<file path="src/hpsr_map.svh">
`ifndef HPSR_MAP_SVH
`define HPSR_MAP_SVH
// Clock and serial framing
`define HPSR_CLK_HZ 20000000
`define HPSR_CLK_NS 50
`define HPSR_BAUD 19200
`define HPSR_DATA_BITS 8
`define HPSR_BIT_CYCLES (`HPSR_CLK_HZ / `HPSR_BAUD)
// Port idle release: 5 minutes counted in 1 ms ticks
`define HPSR_TICK_NS 1000000
`define HPSR_PRESCALE (`HPSR_TICK_NS / `HPSR_CLK_NS)
`define HPSR_IDLE_MIN 5
`define HPSR_IDLE_TICKS (`HPSR_IDLE_MIN * 60 * 1000)
// Event flag positions
`define HPSR_EV_OPC 0
`define HPSR_EV_QRY 2
`define HPSR_EV_DEV 3
`define HPSR_EV_EXE 4
`define HPSR_EV_CMD 5
`define HPSR_EV_PON 7
`define HPSR_EV_UNUSED_MASK 8'h42
`define HPSR_FLAGS_RST 8'h80
// Summary byte positions
`define HPSR_SB_MAV 4
`define HPSR_SB_ESB 5
`define HPSR_SB_MSS 6
// Bus address
`define HPSR_ADDR_RST 5'h01
`define HPSR_ADDR_MIN 8'h01
`define HPSR_ADDR_MAX 8'h1e
// Response buffer
`define HPSR_FIFO_WIDTH 8
`define HPSR_FIFO_DEPTH 32
`endif

</file>
<file path="src/hpsr_pkg.sv">
package hpsr_pkg;
  // Host commands after parsing
  typedef enum logic [3:0] {
    HPSR_CMD_NOP = 4'h0,
    HPSR_CMD_RD_FLAGS = 4'h1,
    HPSR_CMD_WR_ENABLE = 4'h2,
    HPSR_CMD_RD_ENABLE = 4'h3,
    HPSR_CMD_WR_MASK = 4'h4,
    HPSR_CMD_RD_MASK = 4'h5,
    HPSR_CMD_RD_SUMMARY = 4'h6,
    HPSR_CMD_CLEAR = 4'h7,
    HPSR_CMD_WR_ADDR = 4'h8,
    HPSR_CMD_RD_ADDR = 4'h9,
    HPSR_CMD_RD_VERSION = 4'ha
  } hpsr_cmd_type;
  // Active host port, one-hot
  typedef enum logic [2:0] {
    HPSR_PORT_NONE = 3'h1,
    HPSR_PORT_SER = 3'h2,
    HPSR_PORT_BUS = 3'h4
  } hpsr_port_type;
endpackage

</file>
<file path="src/hpsr_fifo_if.sv">
`timescale 1ns/10ps
`default_nettype none
// Response buffer hookup
interface hpsr_fifo_if #(parameter int WIDTH = 8);
  logic [WIDTH-1:0] wdata; // Fill side data
  logic wvalid;
  logic wready;
  logic [WIDTH-1:0] rdata; // Drain side data
  logic rvalid;
  logic rready;
  logic flush; // Drop all content
  modport user (output wdata, wvalid, rready, flush, input wready, rdata, rvalid);
  modport store (input wdata, wvalid, rready, flush, output wready, rdata, rvalid);
endinterface
`default_nettype wire

</file>
<file path="src/hpsr_fifo.sv">
`timescale 1ns/10ps
`default_nettype none
module hpsr_fifo #(
  parameter int WIDTH = 8,
  parameter int DEPTH = 32
) (
  input wire logic mclk,
  input wire logic rst,
  hpsr_fifo_if.store f
);
  localparam int AW = $clog2(DEPTH);
  logic [WIDTH-1:0] mem_r [DEPTH]; // Storage
  logic [AW-1:0] wptr_r;
  logic [AW-1:0] rptr_r;
  logic [AW:0] count_r;
  logic [AW:0] count_nxt;
  logic wready_r; // Registered so the top sees a flop
  logic rvalid_r;
  logic push;
  logic pop;

  assign push = f.wvalid & wready_r & ~f.flush;
  assign pop = f.rready & rvalid_r & ~f.flush;
  assign f.wready = wready_r;
  assign f.rvalid = rvalid_r;
  assign f.rdata = mem_r[rptr_r];

  // Occupancy
  always_comb
  begin
    if (f.flush)
      count_nxt = '0;
    else
      count_nxt = count_r + (AW+1)'(push) - (AW+1)'(pop);
  end

  // Pointers and flags
  always_ff @(posedge mclk or posedge rst)
  begin
    if (rst)
    begin
      wptr_r <= '0;
      rptr_r <= '0;
      count_r <= '0;
      wready_r <= 1'b1;
      rvalid_r <= 1'b0;
    end
    else
    begin
      count_r <= count_nxt;
      wready_r <= (count_nxt != (AW+1)'(DEPTH));
      rvalid_r <= (count_nxt != '0);
      if (f.flush)
      begin
        wptr_r <= '0;
        rptr_r <= '0;
      end
      else
      begin
        if (push)
          wptr_r <= wptr_r + 1'b1;
        if (pop)
          rptr_r <= rptr_r + 1'b1;
      end
    end
  end

  // Data array, no reset needed
  always_ff @(posedge mclk)
  begin
    if (push)
      mem_r[wptr_r] <= f.wdata;
  end
endmodule
`default_nettype wire

</file>
<file path="src/hpsr_top.sv">
// Behaviour
// - Serial link 19200 baud, 8N1, no flow
// - First port with traffic becomes active
// - Other port ignored until 5 minutes idle or bus module removed
// - Service summary is unlatched masked OR
// - Summary query bit 6 shows service need
// - Event summary set from enabled event flags
// - Message available while response buffered
// - Event flag bit layout, bits 1,6 unused
// - Power-on flag set on every reset
// - Reading event flags returns then clears them
// - Event enable mask read/write, same layout
// - Clear status wipes flags, summary, error queue
// - Bus address 1 to 30, default 1
// - Version query answered only if module fitted
// - Summary bits 4,5,6; others zero
// - Summary read does not clear it
// - Zero service mask never requests service
// - Error groups set event flag bits
`timescale 1ns/10ps
`default_nettype none
`include "hpsr_map.svh"
module hpsr_top #(
  parameter int PRESCALE = `HPSR_PRESCALE,
  parameter int IDLE_TICKS = `HPSR_IDLE_TICKS
) (
  input wire logic mclk,
  input wire logic rst,
  input wire logic ser_rx_pin,
  output logic ser_tx_pin,
  input wire logic bus_fitted,
  input wire logic bus_rx_valid,
  input wire logic [7:0] bus_rx_data,
  output logic bus_tx_valid,
  output logic [7:0] bus_tx_data,
  input wire logic bus_tx_ready,
  input wire logic [7:0] bus_version,
  output logic rx_valid,
  output logic [7:0] rx_data,
  output logic rx_from_bus,
  input wire logic resp_valid,
  input wire logic [7:0] resp_data,
  output logic resp_ready,
  input wire logic cmd_valid,
  input var hpsr_pkg::hpsr_cmd_type cmd_code,
  input wire logic [7:0] cmd_data,
  output logic reply_valid,
  output logic [7:0] reply_data,
  output logic reply_refused,
  input wire logic op_complete,
  input wire logic err_command,
  input wire logic err_execution,
  input wire logic err_device,
  input wire logic err_query,
  output logic error_queue_clear,
  output logic service_request,
  output logic [4:0] bus_address,
  output var hpsr_pkg::hpsr_port_type active_port
);
  import hpsr_pkg::*;

  localparam logic [10:0] BIT_LAST = 11'(`HPSR_BIT_CYCLES - 1);
  localparam logic [10:0] BIT_HALF = 11'(`HPSR_BIT_CYCLES / 2);
  localparam logic [3:0] STOP_IDX = 4'(`HPSR_DATA_BITS + 1);
  localparam logic [23:0] PRE_LAST = 24'(PRESCALE - 1);
  localparam logic [23:0] IDLE_LAST = 24'(IDLE_TICKS - 1);

  // Summary byte builder, called only by the status path
  function automatic logic [7:0] hpsr_summary(input logic message_available_bit, input logic event_summary_bit,
                                               input logic [7:0] mask);
    logic [7:0] s;
    s = 8'h00;
    s[`HPSR_SB_MAV] = message_available_bit;
    s[`HPSR_SB_ESB] = event_summary_bit;
    s[`HPSR_SB_MSS] = |(s & mask);
    return s;
  endfunction

  hpsr_fifo_if #(.WIDTH(`HPSR_FIFO_WIDTH)) resp_q ();

  hpsr_fifo #(.WIDTH(`HPSR_FIFO_WIDTH), .DEPTH(`HPSR_FIFO_DEPTH)) u_resp_fifo (
    .mclk(mclk),
    .rst(rst),
    .f(resp_q)
  );

  logic [2:0] rx_sync_r; // Pin synchroniser, bit 0 first
  logic rx_lvl_r; // Filtered line level
  logic rx_busy_r;
  logic [10:0] rx_cnt_r;
  logic [3:0] rx_bit_r;
  logic [7:0] rx_sh_r;
  logic ser_byte_v_r; // Good frame pulse
  logic tx_busy_r;
  logic [10:0] tx_cnt_r;
  logic [3:0] tx_bit_r;
  logic [8:0] tx_sh_r;
  hpsr_port_type port_r;
  hpsr_port_type port_nxt;
  logic [23:0] pre_r; // Millisecond prescaler
  logic [23:0] idle_r; // Idle milliseconds
  logic idle_done;
  logic bus_hit;
  logic take_ser;
  logic take_bus;
  logic pop_ser;
  logic pop_bus;
  logic [7:0] flags_r;
  logic [7:0] enable_r;
  logic [7:0] mask_r;
  logic [7:0] set_vec; // Events of this cycle
  logic [7:0] summary;
  logic event_summary_bit;
  logic service_summary_bit;
  logic clear_cmd;
  logic addr_ok;

  assign resp_q.wdata = resp_data;
  assign resp_q.wvalid = resp_valid;
  assign resp_q.flush = clear_cmd;
  assign resp_ready = resp_q.wready;

  // Pin sync: level changes once second and third stages agree
  always_ff @(posedge mclk or posedge rst)
  begin
    if (rst)
    begin
      rx_sync_r <= 3'h7;
      rx_lvl_r <= 1'b1;
    end
    else
    begin
      rx_sync_r <= {rx_sync_r[1:0], ser_rx_pin};
      if (rx_sync_r[1] == rx_sync_r[2])
        rx_lvl_r <= rx_sync_r[2];
    end
  end

  // Serial receiver, sampling mid-bit; bad stop drops the byte
  always_ff @(posedge mclk or posedge rst)
  begin
    if (rst)
    begin
      rx_busy_r <= 1'b0;
      rx_cnt_r <= 11'h000;
      rx_bit_r <= 4'h0;
      rx_sh_r <= 8'h00;
      ser_byte_v_r <= 1'b0;
    end
    else
    begin
      ser_byte_v_r <= 1'b0;
      if (!rx_busy_r)
      begin
        if (!rx_lvl_r)
        begin
          rx_busy_r <= 1'b1;
          rx_cnt_r <= BIT_HALF;
          rx_bit_r <= 4'h0;
        end
      end
      else if (rx_cnt_r != 11'h000)
        rx_cnt_r <= rx_cnt_r - 11'h001;
      else
      begin
        rx_cnt_r <= BIT_LAST;
        rx_bit_r <= rx_bit_r + 4'h1;
        if (rx_bit_r == 4'h0)
        begin
          // Glitch, not a start bit
          if (rx_lvl_r)
            rx_busy_r <= 1'b0;
        end
        else if (rx_bit_r == STOP_IDX)
        begin
          rx_busy_r <= 1'b0;
          ser_byte_v_r <= rx_lvl_r;
        end
        else
          rx_sh_r <= {rx_lvl_r, rx_sh_r[7:1]};
      end
    end
  end

  // Who may deliver a byte now
  always_comb
  begin
    bus_hit = bus_rx_valid & bus_fitted;
    take_ser = ser_byte_v_r & (port_r != HPSR_PORT_BUS);
    take_bus = bus_hit & (port_r == HPSR_PORT_BUS |
                          (port_r == HPSR_PORT_NONE & ~ser_byte_v_r));
    idle_done = (pre_r == 24'h0) & (idle_r == IDLE_LAST) & (port_r != HPSR_PORT_NONE);
    port_nxt = port_r;
    unique case (port_r)
      HPSR_PORT_NONE:
        if (take_ser)
          port_nxt = HPSR_PORT_SER;
        else if (take_bus)
          port_nxt = HPSR_PORT_BUS;
      HPSR_PORT_SER:
        if (!take_ser && idle_done)
          port_nxt = HPSR_PORT_NONE;
      HPSR_PORT_BUS:
        // Module pulled out also frees the choice
        if ((!take_bus && idle_done) || !bus_fitted)
          port_nxt = HPSR_PORT_NONE;
      default:
        port_nxt = HPSR_PORT_NONE;
    endcase
  end

  // Active port state
  always_ff @(posedge mclk or posedge rst)
  begin
    if (rst)
      port_r <= HPSR_PORT_NONE;
    else
      port_r <= port_nxt;
  end
  assign active_port = port_r;

  // Idle timer; a 1 ms prescaler keeps the counters to 24 bits
  always_ff @(posedge mclk or posedge rst)
  begin
    if (rst)
    begin
      pre_r <= 24'h0;
      idle_r <= 24'h0;
    end
    else if (take_ser || take_bus)
    begin
      pre_r <= PRE_LAST;
      idle_r <= 24'h0;
    end
    else if (pre_r != 24'h0)
      pre_r <= pre_r - 24'h1;
    else
    begin
      pre_r <= PRE_LAST;
      if (port_r == HPSR_PORT_NONE || idle_done)
        idle_r <= 24'h0;
      else
        idle_r <= idle_r + 24'h1;
    end
  end

  // Accepted bytes toward the parser
  always_ff @(posedge mclk or posedge rst)
  begin
    if (rst)
    begin
      rx_valid <= 1'b0;
      rx_data <= 8'h00;
      rx_from_bus <= 1'b0;
    end
    else
    begin
      rx_valid <= take_ser | take_bus;
      rx_data <= take_ser ? rx_sh_r : bus_rx_data;
      rx_from_bus <= take_bus;
    end
  end

  // Responses drain only to the active port; none active stalls
  assign pop_ser = (port_r == HPSR_PORT_SER) & ~tx_busy_r;
  assign pop_bus = (port_r == HPSR_PORT_BUS) & ~bus_tx_valid;
  assign resp_q.rready = pop_ser | pop_bus;

  // Serial transmitter, 8N1
  always_ff @(posedge mclk or posedge rst)
  begin
    if (rst)
    begin
      tx_busy_r <= 1'b0;
      tx_cnt_r <= 11'h000;
      tx_bit_r <= 4'h0;
      tx_sh_r <= 9'h1ff;
      ser_tx_pin <= 1'b1;
    end
    else if (!tx_busy_r)
    begin
      if (resp_q.rvalid && pop_ser)
      begin
        tx_busy_r <= 1'b1;
        tx_cnt_r <= BIT_LAST;
        tx_bit_r <= 4'h0;
        tx_sh_r <= {1'b1, resp_q.rdata};
        ser_tx_pin <= 1'b0;
      end
    end
    else if (tx_cnt_r != 11'h000)
      tx_cnt_r <= tx_cnt_r - 11'h001;
    else if (tx_bit_r == STOP_IDX)
      tx_busy_r <= 1'b0;
    else
    begin
      tx_cnt_r <= BIT_LAST;
      tx_bit_r <= tx_bit_r + 4'h1;
      ser_tx_pin <= tx_sh_r[0];
      tx_sh_r <= {1'b1, tx_sh_r[8:1]};
    end
  end

  // Bus module byte out, valid held until taken
  always_ff @(posedge mclk or posedge rst)
  begin
    if (rst)
    begin
      bus_tx_valid <= 1'b0;
      bus_tx_data <= 8'h00;
    end
    else if (bus_tx_valid)
    begin
      if (bus_tx_ready)
        bus_tx_valid <= 1'b0;
    end
    else if (resp_q.rvalid && pop_bus)
    begin
      bus_tx_valid <= 1'b1;
      bus_tx_data <= resp_q.rdata;
    end
  end

  // Event sources of this cycle
  always_comb
  begin
    clear_cmd = cmd_valid & (cmd_code == HPSR_CMD_CLEAR);
    addr_ok = (cmd_data >= `HPSR_ADDR_MIN) & (cmd_data <= `HPSR_ADDR_MAX);
    set_vec = 8'h00;
    set_vec[`HPSR_EV_OPC] = op_complete;
    set_vec[`HPSR_EV_QRY] = err_query;
    set_vec[`HPSR_EV_DEV] = err_device;
    // Out of range address counts as an execution fault
    set_vec[`HPSR_EV_EXE] = err_execution |
                            (cmd_valid & (cmd_code == HPSR_CMD_WR_ADDR) & ~addr_ok);
    set_vec[`HPSR_EV_CMD] = err_command;
  end

  // Event flags: a set in the clearing cycle survives
  always_ff @(posedge mclk or posedge rst)
  begin
    if (rst)
      flags_r <= `HPSR_FLAGS_RST;
    else if (cmd_valid && (cmd_code == HPSR_CMD_RD_FLAGS || clear_cmd))
      flags_r <= set_vec;
    else
      flags_r <= flags_r | set_vec;
  end

  // Enable and service masks
  always_ff @(posedge mclk or posedge rst)
  begin
    if (rst)
    begin
      enable_r <= 8'h00;
      mask_r <= 8'h00;
    end
    else if (cmd_valid)
    begin
      if (cmd_code == HPSR_CMD_WR_ENABLE)
        enable_r <= cmd_data;
      if (cmd_code == HPSR_CMD_WR_MASK)
        mask_r <= cmd_data;
    end
  end

  // Bus address, illegal values leave it unchanged
  always_ff @(posedge mclk or posedge rst)
  begin
    if (rst)
      bus_address <= `HPSR_ADDR_RST;
    else if (cmd_valid && cmd_code == HPSR_CMD_WR_ADDR && addr_ok)
      bus_address <= cmd_data[4:0];
  end

  // Summary is pure logic; reading has no side effect
  assign event_summary_bit = |(flags_r & enable_r);
  assign summary = hpsr_summary(resp_q.rvalid, event_summary_bit, mask_r);
  assign service_summary_bit = summary[`HPSR_SB_MSS];

  // Request line toward the bus module
  always_ff @(posedge mclk or posedge rst)
  begin
    if (rst)
      service_request <= 1'b0;
    else
      service_request <= service_summary_bit;
  end

  // Query answers
  always_ff @(posedge mclk or posedge rst)
  begin
    if (rst)
    begin
      reply_valid <= 1'b0;
      reply_data <= 8'h00;
      reply_refused <= 1'b0;
      error_queue_clear <= 1'b0;
    end
    else
    begin
      reply_valid <= 1'b0;
      reply_refused <= 1'b0;
      error_queue_clear <= clear_cmd;
      if (cmd_valid)
      begin
        unique case (cmd_code)
          HPSR_CMD_RD_FLAGS:
          begin
            reply_valid <= 1'b1;
            reply_data <= flags_r;
          end
          HPSR_CMD_RD_ENABLE:
          begin
            reply_valid <= 1'b1;
            reply_data <= enable_r;
          end
          HPSR_CMD_RD_MASK:
          begin
            reply_valid <= 1'b1;
            reply_data <= mask_r;
          end
          HPSR_CMD_RD_SUMMARY:
          begin
            reply_valid <= 1'b1;
            reply_data <= summary;
          end
          HPSR_CMD_RD_ADDR:
          begin
            reply_valid <= 1'b1;
            reply_data <= {3'h0, bus_address};
          end
          HPSR_CMD_RD_VERSION:
            if (bus_fitted)
            begin
              reply_valid <= 1'b1;
              reply_data <= bus_version;
            end
            else
              reply_refused <= 1'b1;
          default:
            reply_valid <= 1'b0;
        endcase
      end
    end
  end
endmodule
`default_nettype wire

</file>
<file path="config.mk">
export PLATFORM = sky130hd
export DESIGN_NAME = hpsr_top
export DESIGN_NICKNAME = d
export VERILOG_FILES = /design/src/hpsr_pkg.sv /design/src/hpsr_fifo_if.sv /design/src/hpsr_fifo.sv /design/src/hpsr_top.sv
export VERILOG_INCLUDE_DIRS = /design/src
export SDC_FILE = /design/constraint.sdc
export NUM_CORES = 1
export LEC_CHECK = 0
export ABC_CLOCK_PERIOD_IN_PS = 5000
export BUFFER_PORTS_ARGS = -buffer_cell sky130_fd_sc_hd__buf_2
export CAP_MARGIN = 25
export CORE_MARGIN = 2
export CORE_UTILIZATION = 50
export DETAILED_ROUTE_END_ITERATION = 10
export GPL_ROUTABILITY_DRIVEN = 0
export GPL_TIMING_DRIVEN = 0
export PLACE_DENSITY = 0.7
export SKIP_CTS_REPAIR_TIMING = 1
export SLEW_MARGIN = 5
export SYNTH_ARGS = -nofsm -noshare
export SYNTH_HDL_FRONTEND = slang
export SYNTH_HIERARCHICAL = 1
export SYNTH_SLANG_ARGS = --single-unit
</file>
<file path="constraint.sdc">
create_clock -name mclk -period 5 [get_ports mclk]
set_input_delay 0.5 -clock mclk [delete_from_list [all_inputs] [get_ports mclk]]
set_output_delay 0.5 -clock mclk [all_outputs]
set_load 0.02 [all_outputs]
</file>
======== After elaboration in Yosys (flattened, before gate mapping) ========
Memory sizes are Yosys's and may differ from the RTL's.
Index checks and enable logic that the tools add are counted.
storage, ports and cells
  output and inout port bits .............. 41
  word-level logic and storage cells ...... 209
  bits of input ports ..................... 49
  memories ................................ 1
  bits in latches ......................... 0
  ROM bits ................................ 0
  flip-flop bits (word level) ............. 184
  RAM bits ................................ 256
memories
  name               depth  bits a word  read ports  clocked after Yosys merged registers in  wr ports  RTL line         source
  u_resp_fifo.mem_r  32     8            1           0                                        1         hpsr_fifo.sv:12  logic [WIDTH-1:0] mem_r [DEPTH];
operators by class
  multiply operators ...................... 0
  equality and inequality tests ........... 30
  muxes and demuxes ....................... 65
  bitwise operators ....................... 31
  reduce and logical (&&, ||, !) cells .... 36
  magnitude comparators ................... 2
  add/sub/neg operators ................... 10
  divide/modulo/power cells ............... 0
  shifts and indexed selects .............. 0
operators by type and width
  kind                     count
  $mux W24                 5
  $mux W11                 7
  $pmux W8 S6              1
  $mux W9                  4
  $mux W4                  7
  $mux W1                  27
  $add A24 B1 Y24 const B  1
  $eq A24 B19 Y1 const B   1
  $logic_not A24 Y1        1
  $mux W8                  3
  $reduce_bool A24 Y1      1
  $sub A24 B1 Y24 const B  1
  $reduce_bool A11 Y1      2
  $sub A11 B1 Y11 const B  2
  $eq A4 B4 Y1 const B     5
  $mux W5                  4
  $and A1 B1 Y1            16
  $eq A4 B3 Y1 const B     4
  $reduce_or A8 Y1         2
  $mux W3                  4
  $ne A2 B2 Y1 const B     6
  $reduce_bool A6 Y1       2
  $add A5 B1 Y5 const B    2
  $reduce_and A2 Y1        5
  31 further kinds         61

======== Depth between registers and ports, before layout ========
  depth in word-level cells ............... 9
  depth in mapped cells ................... 15
  gate-level depth less buffers ........... 13

======== Hierarchy ========
Netlist, hierarchy kept.
modules (own cells, without submodules)
  module     area an instance (um2)  times used  cells an instance  seq. area each (um2)
  hpsr_fifo  10841.6                 1           540                8139.1
  hpsr_top   7717.4                  1           738                4098.9

======== Least setup slack after synthesis ========
Ideal clock, no wire load.
  path type ............................... input -> register
  start point ............................. in cmd_code[2]
  end point ............................... reg u_resp_fifo.rvalid_r (netlist: u_resp_fifo/f.rvalid)
  path buffers ............................ 3
  data required time ...................... 4.863 ns
  data arrival time ....................... 3.598 ns
  slack ................................... 1.266 ns
  setup time .............................. 0.137 ns
  stages on the path ...................... 15
  cells stage by stage .................... nor2b_1 -> clkbuf_1 -> nand3_1 -> nor2_1 -> clkbuf_1 -> buf_1 -> nor2_1 -> ha_1 -> inv_1 -> ha_1 -> fa_1 -> and3_1 -> or3_1 -> a221oi_1 -> o211ai_1
between the ends
  longest elaborated chain between the ends .. 8
  elaborated cells on any way between the ends .. 9
  classes of those cells .................. 2 x add/sub; 1 x eq/ne; 1 x mux; 4 x bitwise; 1 x reduce/logical
ends and longest elaborated chain
  what                    RTL line                          source
  start: declaration      hpsr_top.sv:45                    input var hpsr_pkg::hpsr_cmd_type cmd_code,
  $eq A4 B3 Y1 *          hpsr_top.sv:327                   clear_cmd = cmd_valid & (cmd_code == HPSR_CMD_CLEAR);
  $and A1 B1 Y1 *         hpsr_top.sv:327
  net clear_cmd           hpsr_top.sv:115                   logic clear_cmd;
  $not A1 Y1              hpsr_fifo.sv:22, hpsr_fifo.sv:23
  $and A1 B1 Y1           hpsr_fifo.sv:22                   assign push = f.wvalid & wready_r & ~f.flush;
  $add A6 B1 Y6           hpsr_fifo.sv:34                   count_nxt = count_r + (AW+1)'(push) - (AW+1)'(pop);
  $sub A6 B1 Y6           hpsr_fifo.sv:34
  $mux W6 *               hpsr_fifo.sv:31                   if (f.flush)
  $reduce_bool A6 Y1 *    hpsr_fifo.sv:52                   rvalid_r <= (count_nxt != '0);
  end signal: assignment  hpsr_fifo.sv:52
  end: declaration        hpsr_fifo.sv:18                   logic rvalid_r;
Mark *: on every way through the listed nets, which the timed path passes. The rest lies on a longest branch.
A chain may end at the register's enable or synchronous reset.

======== Final worst setup path ========
Same ends and word-level chain as after synthesis.

==> flow_summary.json <==
{
  "vias": 11400,
  "hold_violations": 0,
  "slew_headroom_pct": 41.2,
  "setup-violations-final": 0,
  "synth_top_family_by_area": "multiplexers",
  "dieArea_um2": 38700,
  "track_usage_pct": 20.7,
  "clock_path_buffers": 3,
  "fin_crit_ns": 4.13,
  "cts_inserted_buffers": 44,
  "top_layer": "met4",
  "rows": 70,
  "drt_first_pass_iters": 5,
  "period_share_pct": 82.5,
  "clk_pin_slew_ns": 0.06,
  "synth_warnings": 6,
  "fmax_ghz": 0.242,
  "maxCapViolCount": 0,
  "drcViolationCount": 0,
  "regArea_um2": 12200,
  "synthesis.area_um2": 18600,
  "antenna_found_initial": 1,
  "cts_tree": "done",
  "synth_seq_area_share_pct": 65.9,
  "coreArea_um2": 36600,
  "placedCellCount": 1835,
  "io_buffers": 88,
  "drt-initial-drc-count": 910,
  "wl_um": 39200,
  "syn2layout_area_growth_pct": 13.7,
  "wl_met2_um": 18300,
  "ioPinCount": 90,
  "crit_path_end_kind": "flop",
  "synth-xor-area-share_pct": 2.60,
  "drive_above_1_share_pct": 23.0,
  "ys.flop_type": "edfxtp_1",
  "hp-class": "primary input to async pin",
  "startpoint_type": "primary input",
  "synth_fp_nets": 1349,
  "synthAdderAreaFrac_pct": 1.58,
  "critPathMaxFanout": 10,
  "rsz0062_at_grt": "false",
  "fin_skew_ns": 0.0252,
  "ys_ff_latch": 437,
  "postSynth.asyncResetShare_pct": 41.4,
  "crit_path_cell_trace": "buf_2, nor2b_1, clkbuf_1, nand3_1, nor2_1, clkbuf_1, buf_1, nor2_1, ha_1, inv_1, ha_1, fa_1, and3_1, or3_1, a221oi_1, o211ai_1",
  "ant_nets": 0,
  "clock_latency_ns": 0.56,
  "syn_avg_cell_area_um2": 14.5,
  "finalMaxSlewViolations": 0,
  "tightest_slew_ns": 0.878,
  "instances_no_fill": 1920,
  "powerDensity_nw_per_um2": 470,
  "hpwl_um": 26100,
  "path_class": "primary input to flop",
  "die_w_um": 197,
  "multi_input_area_um2": 5930,
  "cts.sinks": 437,
  "grt_max_degree": 90,
  "via_per_inst": 5.93,
  "p_total_uw": 9910,
  "fin_nets": 1486,
  "die_h_um": 197,
  "status": "complete, no violations",
  "grt_pass1_vias": 11300,
  "required_ns": 5.40,
  "synth_compound_area_share_pct": 6.43,
  "overflow": 0,
  "cp.arrival_ns": 4.53,
  "grt_first_pass_wirelength_um": 62300,
  "cts_root_buf": "clkbuf_16",
  "avgRoutedWirePerCell_um": 20.4,
  "ir_worst_vdd_mv": 0.364,
  "synth_enable_flop_cells": 256,
  "wl_met3_um": 2970,
  "slowest_delay_ns": 0.43,
  "initial_core_util_pct": 50.7,
  "num-fill-cells": 2803,
  "synthMuxAreaShare_pct": 11.1,
  "wl_met1_um": 16800,
  "h-tree-depth": 2,
  "synth_simple_gate_area_share_pct": 10.3,
  "leakage_uw": 0.00791,
  "hold_slack_ns": 0.0187,
  "ys_types": 72,
  "cp_slowest_cell": "a221oi_1",
  "synthCells": 1278,
  "fin_util_pct": 57.7
}
==> metal layers <==
metal / track usage, % / up-vias
met1: 28.9 / 5786
met4: 6.71 / 0
met5: 0 / -
met3: 4.52 / 77
met2: 32.8 / 386
li1: - / 5132
==> cells by family (layout without fill, tap and decap cells) <==
logic type,after synthesis,in the layout
multiplexers,120,120
buffers and inverters,80,253
adder cells (fa/ha/maj),23,23
AO/OA/AOI/OAI,188,188
flip-flops,437,437
other,0,1
AND/OR/NAND/NOR,375,375
XOR/XNOR,55,55
==> stage by stage <==
stage / TNS (ns) / setup WS [ns] / cell area, µm²
after detailed placement: 0 / 0.409 / 19600
final: 0 / 0.873 / 21100
after global placement: -250.43 / -1.71 / 19600
after floorplan: 0 / 0.122 / 18600
after global routing: 0 / 0.654 / 21100
after CTS: 0 / 0.977 / 21100
==> synthesized netlist by cell type, types with 5 or more instances <==
| library cell | instances | area share [%] |
|---|---|---|
| nand3b_1 | 11 | 0.44 |
| mux4_2 | 64 | 7.8 |
| nor4_2 | 6 | 0.40 |
| and2_1 | 5 | 0.17 |
| buf_2 | 12 | 0.32 |
| and3_1 | 10 | 0.34 |
| mux2_2 | 47 | 2.9 |
| nor3_1 | 19 | 0.51 |
| nor2b_1 | 10 | 0.34 |
| dfstp_2 | 17 | 2.4 |
| a22oi_1 | 10 | 0.40 |
| nand3_1 | 26 | 0.70 |
| or3_1 | 9 | 0.30 |
| buf_1 | 5 | 0.10 |
| nor4_1 | 13 | 0.44 |
| o211ai_1 | 6 | 0.24 |
| or2_2 | 5 | 0.17 |
| o21ai_0 | 57 | 1.5 |
| nand4_1 | 9 | 0.30 |
| inv_1 | 29 | 0.59 |
| o31ai_1 | 9 | 0.36 |
| o2111ai_1 | 8 | 0.38 |
| edfxtp_1 | 256 | 41 |
| nand4b_1 | 6 | 0.28 |
| xnor2_1 | 24 | 1.1 |
| nor3b_1 | 5 | 0.20 |
| xor2_1 | 31 | 1.5 |
| mux2i_1 | 9 | 0.49 |
| nand2b_1 | 7 | 0.24 |
| nand2_1 | 89 | 1.8 |
| nor2_1 | 125 | 2.5 |
| clkbuf_1 | 25 | 0.51 |
| a21oi_1 | 24 | 0.65 |
| or3b_2 | 5 | 0.24 |
| o22ai_1 | 36 | 1.2 |
| a21o_1 | 7 | 0.28 |
| dfrtp_1 | 164 | 22 |
| ha_1 | 21 | 1.4 |
| a31oi_1 | 5 | 0.17 |
==> final timing paths <==
path	depth (start not counted)	slack, ns	start	to
min in group mclk	1	0.05	ser_rx_pin	rx_sync_r[0]
worst min-delay path	2	0.02	rst	idle_r[9]
worst max register to register	15	1.14	tx_busy_r	u_resp_fifo/f.rvalid
worst min register to register	0	0.36	rx_sync_r[0]	rx_sync_r[1]
worst max-delay path	16	0.87	cmd_code[2]	u_resp_fifo/f.rvalid
max in group asynchronous	3	4.16	rst	tx_sh_r[6]
==> registers in the layout, summed over array words and instances, names as in the netlist, 5 cells and up <==
signal	count
reply_data	8
enable_r	8
rx_cnt_r	11
tx_sh_r	8
flags_r	6
rx_data	8
idle_r	24
u_resp_fifo/wptr_r	5
bus_address	5
u_resp_fifo/rptr_r	5
tx_cnt_r	11
mask_r	8
pre_r	24
bus_tx_data	8
rx_sh_r	8
u_resp_fifo/mem_r	256
u_resp_fifo/count_r	6
==> critical path: cells and delay by family <==
kind | cells | cell delay [ns]
adders and majority gates | 3 | 0.89
buffers and inverters | 5 | 1.34
AOI/OAI and AO/OA | 2 | 0.56
and+or+nand+nor | 6 | 1.24
==> layout by cell type, fill, tap and decap left out, drive strengths merged, types with 26 or more instances in the layout <==
cell type / netlist / routed
edfxtp: 256 / 256
buf: 25 / 116
nand3: 26 / 26
dfrtp: 164 / 164
o22ai: 36 / 36
mux2: 47 / 47
inv: 29 / 30
o21ai: 59 / 59
nor2: 125 / 125
xor2: 31 / 31
nand2: 89 / 89
mux4: 64 / 64
clkbuf: 26 / 89
==> power by group <==
group          internal [µW]  switching, µW  total [µW]
sequential              4120            155        4280
combinational            993           1330        2320
clock                   1940           1370        3310
total                   7060           2850        9910
==> layout make-up <==
cell class,count,share of cell area [%]
buffer,51,1.32
timing repair buffer,91,2.28
tap,468,2.77
inverter,29,0.551
clock buffer,63,6.04
clock inverter,19,0.931
multi-input combinational,761,28.1
sequential,437,58.0
antenna,1,0.0119
(Power assumes the default switching activity.)
